[src/stw_map.svh]
// register offsets, field positions, reset values and timing tables
// assumes 32-bit apb data and a 12-bit byte address
`ifndef STW_MAP_SVH
`define STW_MAP_SVH

`define STW_AW           12
`define STW_OFF_WCR      12'h000
`define STW_OFF_MTC      12'h004
`define STW_OFF_ATY      12'h008
`define STW_OFF_STAT     12'h00c

`define STW_WCR_RST      16'hffff
`define STW_MTC_RST      16'h0000
`define STW_MTC_WMASK    16'hfffe
`define STW_ATY_RST      2'h0

`define STW_WCR_A3       6:5
`define STW_WCR_A2       4:3
`define STW_WCR_A0       2:0
`define STW_MTC_TPC      15:14
`define STW_MTC_RCD      13:12
`define STW_MTC_TRWL     11:10
`define STW_MTC_TRAS     9:8
`define STW_MTC_BANK     7
`define STW_MTC_AMX      6:3
`define STW_MTC_RFEN     2
`define STW_MTC_RFKIND   1
`define STW_ATY_A2SD     0
`define STW_ATY_A3SD     1

`define STW_AREA0        2'h0
`define STW_AREA2        2'h2
`define STW_AREA3        2'h3

// four-bit entries (two-bit in the cas latency table), code 0 in the lowest bits
`define STW_A0_FIRST     32'ha864_3210
`define STW_A0_PITCH     32'ha864_4322
`define STW_CL_TBL       8'he5
`define STW_TPC_BASE     4'h1
`define STW_RCD_BASE     4'h1
`define STW_TRWL_BASE    4'h1
`define STW_TRAS_BASE    4'h2
`define STW_ONE          4'h1

`define STW_AMX_A9_16    4'h4
`define STW_AMX_A10_8    4'h5
`define STW_AMX_A9_32    4'h7
`define STW_AMX_A10_16   4'hd
`define STW_AMX_A11_16   4'he
`define STW_ROW_A9       4'h9
`define STW_ROW_A10      4'ha
`define STW_ROW_A11      4'hb
`define STW_ROW_NONE     4'h0

`endif

[src/stw_pkg.sv]
// types shared by the wait and sdram timing controller
// assumes stw_map.svh supplies the numeric constants other than the phase codes, which are set here
package stw_pkg;

  typedef enum logic [2:0] {
    ph_idle  = 3'b000,
    ph_first = 3'b001,
    ph_burst = 3'b010,
    ph_actw  = 3'b011,
    ph_rcd   = 3'b100,
    ph_data  = 3'b101,
    ph_self  = 3'b110
  } stw_phase_t;

  typedef struct packed {
    stw_phase_t  st;
    logic [15:0] wcr;
    logic [15:0] mtc;
    logic [1:0]  aty;
    logic [1:0]  ws_sync;
    logic [1:0]  mr_sync;
    logic [1:0]  sb_sync;
    logic [1:0]  area;
    logic        write;
    logic        last_wr;
    logic [3:0]  beats;
    logic        row_open;
    logic        pend;
    logic        pready;
    logic        pslverr;
    logic [31:0] prdata;
    logic        busy;
    logic        beat_done;
    logic        acc_done;
    logic        act;
    logic        rd;
    logic        wr;
    logic        pre;
    logic        aref;
    logic        selfr;
    logic [1:0]  cl;
    logic [3:0]  rowbit;
  } stw_ctrl_t;

endpackage : stw_pkg

[src/stw_ctrl.sv]
// wait-state, burst pitch and sdram timing controller with apb registers
// assumes apb master on pclk; wait_n, manual_reset_n and standby_req are async pins
`timescale 1ns/1ps
`default_nettype none
`include "stw_map.svh"

module stw_ctrl
  import stw_pkg::*;
#(
  parameter int TW = 4
) (
  // clock and power-on reset
  input  wire logic        pclk,
  input  wire logic        presetn,
  // apb slave
  input  wire logic        psel,
  input  wire logic        penable,
  input  wire logic        pwrite,
  input  wire logic [11:0] paddr,
  input  wire logic [31:0] pwdata,
  output logic [31:0]      prdata,
  output logic             pready,
  output logic             pslverr,
  // pins
  input  wire logic        wait_n,
  input  wire logic        manual_reset_n,
  input  wire logic        standby_req,
  // access request port
  input  wire logic        acc_req,
  input  wire logic [1:0]  acc_area,
  input  wire logic        acc_write,
  input  wire logic [3:0]  acc_beats,
  input  wire logic        refresh_req,
  // access progress
  output logic             acc_busy,
  output logic             beat_done,
  output logic             acc_done,
  // sdram commands
  output logic             sd_activate,
  output logic             sd_read,
  output logic             sd_write,
  output logic             sd_precharge,
  output logic             sd_auto_refresh,
  output logic             sd_self_refresh,
  output logic [1:0]       cas_latency,
  output logic [3:0]       row_start_bit
);

  stw_ctrl_t s;
  stw_ctrl_t n;

  logic          sq_load;
  logic [TW-1:0] sq_val;
  logic          sq_zero;
  logic          lk_load;
  logic [TW-1:0] lk_val;
  logic          lk_zero;

  logic          hit;
  logic          wr_en;
  logic [31:0]   rdata;
  logic [1:0]    sel_area;
  logic          sel_sd;
  logic [3:0]    first_waits;
  logic [3:0]    pitch;
  logic [1:0]    sel_code2;
  logic [1:0]    cl_val;
  logic          wait_act;
  logic          mrst;
  logic          stby;
  logic [3:0]    tpc;
  logic [3:0]    rcd;
  logic [3:0]    trwl;
  logic [3:0]    tras;
  logic          rf_en;
  logic          rf_self;

  // literals cannot be part-selected, so the tables live in constants
  localparam logic [31:0] A0_FIRST_TBL = `STW_A0_FIRST;
  localparam logic [31:0] A0_PITCH_TBL = `STW_A0_PITCH;
  localparam logic [7:0]  CL_TBL       = `STW_CL_TBL;

  // sequencing counter: first-cycle waits, pitch, rcd and cas latency
  stw_timer #(.W(TW)) u_seq (
    .pclk     (pclk),
    .presetn  (presetn),
    .load     (sq_load),
    .load_val (sq_val),
    .zero     (sq_zero)
  );

  // activate lockout after precharge, write or refresh
  stw_timer #(.W(TW)) u_lock (
    .pclk     (pclk),
    .presetn  (presetn),
    .load     (lk_load),
    .load_val (lk_val),
    .zero     (lk_zero)
  );

  assign hit      = (paddr == `STW_OFF_WCR) || (paddr == `STW_OFF_MTC) ||
                    (paddr == `STW_OFF_ATY) || (paddr == `STW_OFF_STAT);
  assign wr_en    = psel && penable && s.pready && pwrite;
  // only the second sync stage is read
  assign wait_act = !s.ws_sync[1];
  assign mrst     = !s.mr_sync[1];
  assign stby     = s.sb_sync[1];
  assign sel_area = (s.st == ph_idle) ? acc_area : s.area;
  assign sel_sd   = ((sel_area == `STW_AREA2) && s.aty[`STW_ATY_A2SD]) ||
                    ((sel_area == `STW_AREA3) && s.aty[`STW_ATY_A3SD]);
  assign sel_code2 = (sel_area == `STW_AREA3) ? s.wcr[`STW_WCR_A3] : s.wcr[`STW_WCR_A2];
  assign first_waits = (sel_area == `STW_AREA2 || sel_area == `STW_AREA3) ?
                       {2'h0, sel_code2} :
                       A0_FIRST_TBL[{s.wcr[`STW_WCR_A0], 2'h0} +: 4];
  assign pitch    = A0_PITCH_TBL[{s.wcr[`STW_WCR_A0], 2'h0} +: 4];
  assign cl_val   = CL_TBL[{sel_code2, 1'b0} +: 2];
  assign tpc      = {2'h0, s.mtc[`STW_MTC_TPC]} + `STW_TPC_BASE;
  assign rcd      = {2'h0, s.mtc[`STW_MTC_RCD]} + `STW_RCD_BASE;
  assign trwl     = {2'h0, s.mtc[`STW_MTC_TRWL]} + `STW_TRWL_BASE;
  assign tras     = {2'h0, s.mtc[`STW_MTC_TRAS]} + `STW_TRAS_BASE;
  assign rf_en    = s.mtc[`STW_MTC_RFEN];
  assign rf_self  = s.mtc[`STW_MTC_RFKIND];

  always_comb begin
    rdata = 32'h0000_0000;
    case (paddr)
      `STW_OFF_WCR:  rdata = {16'h0000, s.wcr};
      `STW_OFF_MTC:  rdata = {16'h0000, s.mtc & `STW_MTC_WMASK};
      `STW_OFF_ATY:  rdata = {30'h0, s.aty};
      `STW_OFF_STAT: rdata = {24'h0, s.st, s.busy, s.selfr, s.row_open, lk_zero, s.pend};
      default:       rdata = 32'h0000_0000;
    endcase
  end

  always_comb begin
    n = s;
    sq_load = 1'b0;
    sq_val = '0;
    lk_load = 1'b0;
    lk_val = '0;
    n.pready = 1'b0;
    n.pslverr = 1'b0;
    n.beat_done = 1'b0;
    n.acc_done = 1'b0;
    n.act = 1'b0;
    n.rd = 1'b0;
    n.wr = 1'b0;
    n.pre = 1'b0;
    n.aref = 1'b0;
    n.ws_sync = {s.ws_sync[0], wait_n};
    n.mr_sync = {s.mr_sync[0], manual_reset_n};
    n.sb_sync = {s.sb_sync[0], standby_req};
    n.cl = cl_val;
    case (s.mtc[`STW_MTC_AMX])
      `STW_AMX_A9_16, `STW_AMX_A9_32:   n.rowbit = `STW_ROW_A9;
      `STW_AMX_A10_8, `STW_AMX_A10_16:  n.rowbit = `STW_ROW_A10;
      `STW_AMX_A11_16:                  n.rowbit = `STW_ROW_A11;
      default:                          n.rowbit = `STW_ROW_NONE;
    endcase
    // one wait state, then answer
    if (psel && penable && !s.pready) begin
      n.pready = 1'b1;
      n.pslverr = !hit;
      n.prdata = rdata;
    end
    if (wr_en) begin
      case (paddr)
        `STW_OFF_WCR: n.wcr = pwdata[15:0];
        `STW_OFF_MTC: n.mtc = pwdata[15:0] & `STW_MTC_WMASK;
        `STW_OFF_ATY: n.aty = pwdata[1:0];
        default:      n.aty = s.aty;
      endcase
    end
    case (s.st)
      ph_idle: begin
        if (mrst || stby) begin
          n.st = ph_idle;
        end else if (rf_en && rf_self) begin
          n.st = ph_self;
          n.selfr = 1'b1;
          n.pend = 1'b0;
        end else if (rf_en && s.pend) begin
          if (s.row_open) begin
            n.pre = 1'b1;
            n.row_open = 1'b0;
            lk_load = 1'b1;
            lk_val = TW'(tpc + (s.last_wr ? trwl : 4'h0));
          end else if (lk_zero) begin
            n.aref = 1'b1;
            n.pend = 1'b0;
            lk_load = 1'b1;
            lk_val = TW'(tpc + tras);
          end
        end else if (acc_req) begin
          n.busy = 1'b1;
          n.area = acc_area;
          n.write = acc_write;
          n.beats = acc_beats;
          if (sel_sd) begin
            n.st = ph_actw;
          end else begin
            n.st = ph_first;
            sq_load = 1'b1;
            sq_val = TW'(first_waits);
          end
        end
      end
      ph_first, ph_burst: begin
        // zero first-cycle waits ignore the pin; burst beats always honour it
        if (sq_zero && !(wait_act && (s.st == ph_burst || first_waits != 4'h0))) begin
          n.beat_done = 1'b1;
          if (s.beats == 4'h0) begin
            n.acc_done = 1'b1;
            n.busy = 1'b0;
            n.st = ph_idle;
          end else begin
            n.beats = s.beats - `STW_ONE;
            n.st = ph_burst;
            sq_load = 1'b1;
            sq_val = (s.area == `STW_AREA0) ? TW'(pitch - `STW_ONE) : TW'(first_waits);
          end
        end
      end
      ph_actw: begin
        if (s.row_open) begin
          n.pre = 1'b1;
          n.row_open = 1'b0;
          lk_load = 1'b1;
          lk_val = TW'(tpc + (s.last_wr ? trwl : 4'h0));
        end else if (lk_zero) begin
          n.act = 1'b1;
          n.st = ph_rcd;
          sq_load = 1'b1;
          sq_val = TW'(rcd - `STW_ONE);
        end
      end
      ph_rcd: begin
        if (sq_zero) begin
          n.st = ph_data;
          n.rd = !s.write;
          n.wr = s.write;
          n.last_wr = s.write;
          sq_load = 1'b1;
          sq_val = s.write ? TW'(0) : TW'({2'h0, cl_val} - `STW_ONE);
        end
      end
      ph_data: begin
        if (sq_zero) begin
          n.beat_done = 1'b1;
          if (s.beats == 4'h0) begin
            n.acc_done = 1'b1;
            n.busy = 1'b0;
            n.st = ph_idle;
            if (s.mtc[`STW_MTC_BANK]) begin
              n.row_open = 1'b1;
            end else begin
              lk_load = 1'b1;
              lk_val = TW'(tpc + (s.last_wr ? trwl : 4'h0));
            end
          end else begin
            n.beats = s.beats - `STW_ONE;
          end
        end
      end
      ph_self: begin
        // refresh requests are dropped while the memory refreshes itself
        n.pend = 1'b0;
        if (!rf_en || !rf_self) begin
          n.selfr = 1'b0;
          n.st = ph_idle;
        end
      end
      default: n.st = ph_idle;
    endcase
    // set wins over the clear made above
    if (refresh_req && rf_en && !rf_self && s.st != ph_self) begin
      n.pend = 1'b1;
    end
    // manual reset aborts the access but keeps every register
    if (mrst) begin
      n.st = ph_idle;
      n.busy = 1'b0;
      n.selfr = 1'b0;
      n.pend = 1'b0;
    end
  end

  always_ff @(posedge pclk or negedge presetn) begin
    if (!presetn) begin
      s <= '0;
      s.wcr <= `STW_WCR_RST;
      s.mtc <= `STW_MTC_RST;
      s.aty <= `STW_ATY_RST;
      s.ws_sync <= 2'h3;
      s.mr_sync <= 2'h3;
      s.cl <= 2'h3;
    end else begin
      s <= n;
    end
  end

  assign prdata          = s.prdata;
  assign pready          = s.pready;
  assign pslverr         = s.pslverr;
  assign acc_busy        = s.busy;
  assign beat_done       = s.beat_done;
  assign acc_done        = s.acc_done;
  assign sd_activate     = s.act;
  assign sd_read         = s.rd;
  assign sd_write        = s.wr;
  assign sd_precharge    = s.pre;
  assign sd_auto_refresh = s.aref;
  assign sd_self_refresh = s.selfr;
  assign cas_latency     = s.cl;
  assign row_start_bit   = s.rowbit;

  mtc_write_a: assert property (@(posedge pclk) disable iff (!presetn)
    wr_en && paddr == `STW_OFF_MTC |=> s.mtc[15:1] == $past(pwdata[15:1]))
    else $error("control register write lost");
  mtc_bit0_a: assert property (@(posedge pclk) disable iff (!presetn)
    s.pready && paddr == `STW_OFF_MTC && !pwrite |-> !prdata[0] && !s.mtc[0])
    else $error("control bit 0 not zero");
  a2_waits_a: assert property (@(posedge pclk) disable iff (!presetn)
    s.st == ph_idle && n.st == ph_first && acc_area == `STW_AREA2 &&
    s.wcr[`STW_WCR_A2] == 2'h3 |=> !s.beat_done [*4])
    else $error("area 2 beat before three waits");
  a0_waits_a: assert property (@(posedge pclk) disable iff (!presetn)
    s.st == ph_idle && n.st == ph_first && acc_area == `STW_AREA0 &&
    s.wcr[`STW_WCR_A0] == 3'h7 |=> !s.beat_done [*8] ##1 !s.beat_done ##1 !s.beat_done)
    else $error("area 0 beat before ten waits");
  wait_hold_a: assert property (@(posedge pclk) disable iff (!presetn)
    s.st == ph_burst && sq_zero && wait_act |=> !s.beat_done)
    else $error("burst beat taken during wait");
  cas_lat_a: assert property (@(posedge pclk) disable iff (!presetn)
    s.rd && s.cl == 2'h3 |-> ##1 !s.beat_done [*2] ##1 s.beat_done)
    else $error("read data not at latency three");
  rcd_gap_a: assert property (@(posedge pclk) disable iff (!presetn)
    s.act && s.mtc[`STW_MTC_RCD] == 2'h3 |-> ##1 !(s.rd || s.wr) [*3] ##1 (s.rd || s.wr))
    else $error("row to column delay not four");
  pre_gap_a: assert property (@(posedge pclk) disable iff (!presetn)
    s.pre && s.mtc[`STW_MTC_TPC] == 2'h3 |-> !s.act [*5])
    else $error("activate too soon after precharge");
  ref_gap_a: assert property (@(posedge pclk) disable iff (!presetn)
    s.aref && s.mtc[`STW_MTC_TPC] == 2'h0 && s.mtc[`STW_MTC_TRAS] == 2'h3 |-> !s.act [*7])
    else $error("activate too soon after refresh");
  self_ref_a: assert property (@(posedge pclk) disable iff (!presetn)
    s.selfr |-> !s.aref && !s.act)
    else $error("command during self refresh");

endmodule : stw_ctrl

`default_nettype wire

[src/stw_timer.sv]
// loadable down counter that stops at zero
// assumes load comes from logic on the same clock
`timescale 1ns/1ps
`default_nettype none

module stw_timer #(
  parameter int W = 4
) (
  // clock and reset
  input  wire logic         pclk,
  input  wire logic         presetn,
  // control
  input  wire logic         load,
  input  wire logic [W-1:0] load_val,
  // state
  output logic              zero
);

  typedef struct packed {
    logic [W-1:0] cnt;
  } stw_tmr_t;

  stw_tmr_t s;
  stw_tmr_t n;

  always_comb begin
    n = s;
    if (load) begin
      n.cnt = load_val;
    end else if (s.cnt != '0) begin
      n.cnt = s.cnt - W'(1);
    end
  end

  always_ff @(posedge pclk or negedge presetn) begin
    if (!presetn) begin
      s <= '0;
    end else begin
      s <= n;
    end
  end

  assign zero = (s.cnt == '0);

endmodule : stw_timer

`default_nettype wire
[config.mk]
export PLATFORM = sky130hd
export DESIGN_NAME = stw_ctrl
export DESIGN_NICKNAME = d
export VERILOG_FILES = /design/src/stw_pkg.sv /design/src/stw_ctrl.sv /design/src/stw_timer.sv
export VERILOG_INCLUDE_DIRS = /design/src /design/src/src
export SDC_FILE = /design/constraint.sdc
export NUM_CORES = 1
export LEC_CHECK = 0
export BUFFER_PORTS_ARGS = -buffer_cell sky130_fd_sc_hd__clkbuf_2
export CAP_MARGIN = 15
export CORE_MARGIN = 4
export CORE_UTILIZATION = 55
export CTS_CLUSTER_SIZE = 24
export DETAILED_ROUTE_END_ITERATION = 16
export GPL_ROUTABILITY_DRIVEN = 0
export PLACE_DENSITY_LB_ADDON = 0.08
export SETUP_SLACK_MARGIN = 0.3
export SLEW_MARGIN = 10
export SYNTH_ARGS = -nofsm -noshare
export SYNTH_HDL_FRONTEND = slang
export SYNTH_HIERARCHICAL = 1
export SYNTH_SLANG_ARGS = --single-unit
[constraint.sdc]
create_clock -name pclk -period 3.19 [get_ports pclk]
set_input_delay 0.319 -clock pclk [delete_from_list [all_inputs] [get_ports pclk]]
set_output_delay 0.319 -clock pclk [all_outputs]
set_load 0.01 [all_outputs]
==> results by group <==
Status
  – Status: complete, no violations

Routing
  – Drt initial violations: 125
  – First-pass iteration count of the detailed router: 4
  – Drt total wl: 11300 µm
  – Antenna Nets Post-Route: 0
  – Vias per cell: 5.49
  – WL per Instance: 16.0 µm
  – DR vias: 3895
  – DRC: 0

Timing
  – Setup Total Neg Slack: 0 ps
  – Tightest Pin Transition: 941 ps
  – Worst Clk Skew: 14.3 ps
  – Relative slew margins: 37.2%
  – Fmax: 0.360 GHz
  – Max Slew Vio Count: 0
  – Crit share post-route: 87.1%
  – Final number of setup-violating endpoints: 0
  – Final period demand of the worst path: 2780 ps
  – Count of final hold-check violations: 0
  – RSZ-0062 raised after global routing: false

Floorplanning
  – Die area: 11200 µm²
  – Starting Density: 56.6%
  – Die W: 106 µm
  – Rows: 35
  – Die height: 106 µm
  – Core area: 9280 µm²
  – I/O Pins: 110

Setup path
  – Endpoint class of the critical path: flop
  – Reg2reg end: u_seq/s[3]
  – CP arrival: 3040 ps
  – Worst reg2reg startpoint: s[100]
  – WS Path Type: flop to flop
  – CP Max Fanout: 9
  – Startpoint Class: flop
  – Crit. Startpoint: s[100]
  – Critical path endpoint: u_seq/s[3]
  – WP data required: 3450 ps
  – Flop-to-flop setup slack: 410 ps
  – Worst R2R Path Depth: 9

Clocking
  – Max H-tree Level: 3
  – Clock Tree Buf Depth: 2
  – Clk slew on worst S/H paths: 100 ps
  – CTS tree: built
  – Post-CTS Setup Inserts: 0
  – Hold-fix buffers at CTS: 0
  – Clock Sinks: 92
  – Worst-skew pair later-pin latency: 380 ps
  – CTS Root Cell: clkbuf_8
  – Resize count post-CTS: 0
  – Num CTS Buffers: 9

Pwr
  – IR drop worst, VDD: 0.353 mV
  – Leakage power total: 2.78 nW
  – PwrDens: 611 nW/µm²

Final layout
  – FF+latch area: 2330 µm²
  – Final Core Density: 62.4%
  – Nets: 651
  – Final std cells w/o fill: 710
  – Antenna cells: 0
  – Layout area overhead: 10.4%
  – Area of the multi-input gates: 2530 µm²
  – Fill count: 832
  – Layout cells sized above 1: 32.0%

Global route
  – Vias in the first global route: 3845
  – Global-route wire length before repair: 18800 µm
  – GRT Residual Overflow: 0
  – Largest net degree at the start of global routing: 78
  – Initial antenna violation count: 0
  – GRT Overall Usage: 21.1%

Logic synthesis
  – Synth top cells by count: dfrtp_1, nand2_1, mux2_2
  – Syn_area_per_cell: 10.2 µm²
  – Synth area leader: dfrtp_1
  – Synth cell types: 69
  – Post-synth top area share: 33.3%
  – Seq/Total Area, Yosys: 44.4%
  – Largest cells by area after synthesis: dfrtp_1, dfstp_2, mux2_2, buf_4, mux2i_1
  – #FFs+latches synth: 92
  – Ys async rst share: 100%
  – Main synth FF type: dfrtp_1
  – Synthesized cell area: 5250 µm²
  – Ys Warns: 6
  – EDFF count, synth: 0
  – Syn Inst Count: 517
  – Most frequent cell after synthesis: dfrtp_1

Job
  – Max-Cap Viols: 0

Hold path
  – HP Class: input pin to flop

Place
  – HPWL Detailed: 8580 µm
  – Port Buffers: 76
  – Placed Instances: 694
[worst min path at each step]
stage               slack, ps    start        to  depth (start not counted)
floorplan                  20  presetn  acc_busy                          0
global placement          330    n[60]     s[60]                          0
detailed placement        340    n[60]     s[60]                          0
CTS                         8   wait_n     n[64]                          1
global route               10   wait_n     n[64]                          1
finish                     20   wait_n     n[64]                          1
[cells by family (layout without fill, tap and decap cells)]
kind of cell / after synthesis / after routing / share of synthesized area, %
AND/OR/NAND/NOR: 152 / 152 / 15.1
AO/OA/AOI/OAI: 103 / 103 / 13.2
flip-flops: 92 / 92 / 44.4
buffers and inverters: 84 / 132 / 8.91
multiplexers: 66 / 66 / 13.8
adder cells (fa/ha/maj): 14 / 14 / 3.62
XOR/XNOR: 5 / 5 / 0.834
other: 1 / 17 / 0.0714
[layout by cell type (no fill, tap or decap), types with 7 or more instances in the layout]
| cell | Yosys | final |
|---|---|---|
| mux2_2 | 39 | 39 |
| nor2_1 | 28 | 28 |
| o21ai_0 | 35 | 35 |
| nand2_1 | 50 | 50 |
| a31oi_1 | 12 | 12 |
| mux2i_1 | 25 | 24 |
| nor3_1 | 10 | 10 |
| clkbuf_8 | 0 | 9 |
| inv_1 | 24 | 24 |
| a21oi_1 | 9 | 9 |
| nand3_1 | 10 | 10 |
| dfstp_2 | 22 | 22 |
| dfrtp_1 | 70 | 70 |
| nand2b_1 | 7 | 7 |
| and2_1 | 7 | 7 |
| buf_4 | 38 | 17 |
| conb_1 | 1 | 17 |
| ha_1 | 12 | 12 |
| o31ai_1 | 8 | 8 |
| clkbuf_2 | 0 | 75 |
| nor2b_1 | 9 | 9 |
[stage by stage]
| step | total power, W | worst slack, ps | hold WS [ps] | area, µm² |
|---|---|---|---|---|
| floorplan | 0.00244 | 349 | 23.4 | 5320 |
| global placement | 0.00276 | 394 | 335 | 5610 |
| detailed placement | 0.00280 | 323 | 340 | 5610 |
| CTS | 0.00356 | 318 | 8.16 | 5790 |
| global route | 0.00380 | 297 | 9.77 | 5800 |
| finish | 0.00354 | 411 | 20.1 | 5800 |
[metal layers]
metal  GRT usage [%]  vias to the layer above  wire (µm)
met5               0                        -          0
met4            6.38                        0        130
met3            2.88                       11        627
met2            34.0                      108       5380
met1            29.7                     1884       5210
li1                -                     1892          -
[flip-flops by register name (all words and copies together) (netlist names), 2 cells and up]
register,flops
cas_latency,2
n,3
prdata,16
row_start_bit,3
s,47
u_lock/s,4
u_seq/s,4
[final cells by class]
| type | instances | area share [%] |
|---|---|---|
| Inverter | 24 | 1.55 |
| Multi-Input combinational cell | 357 | 43.7 |
| Timing Repair Buffer | 92 | 8.68 |
| Sequential cell | 92 | 40.2 |
| Clock inverter | 7 | 0.993 |
| Clock buffer | 9 | 2.14 |
| Tap cell | 129 | 2.78 |
[worst max-delay path, stage by stage, from the launching register on]
cell and delay [ps]:
dfrtp_1 420, nor3_4 310, mux2i_2 290, buf_4 170, a211oi_2 60, o41ai_4 550
nor2b_1 280, or4_4 220, nor3_1 60, a221o_1 310
[power breakdown]
part | internal [W] | switching (W) | total (W) | leakage [nW]
registers | 0.00130 | 0.000123 | 0.00142 | 1.17
clock network | 0.000296 | 0.000456 | 0.000752 | 0.0886
logic | 0.000602 | 0.000770 | 0.00137 | 1.52
Power figures use the tool's default switching activity.
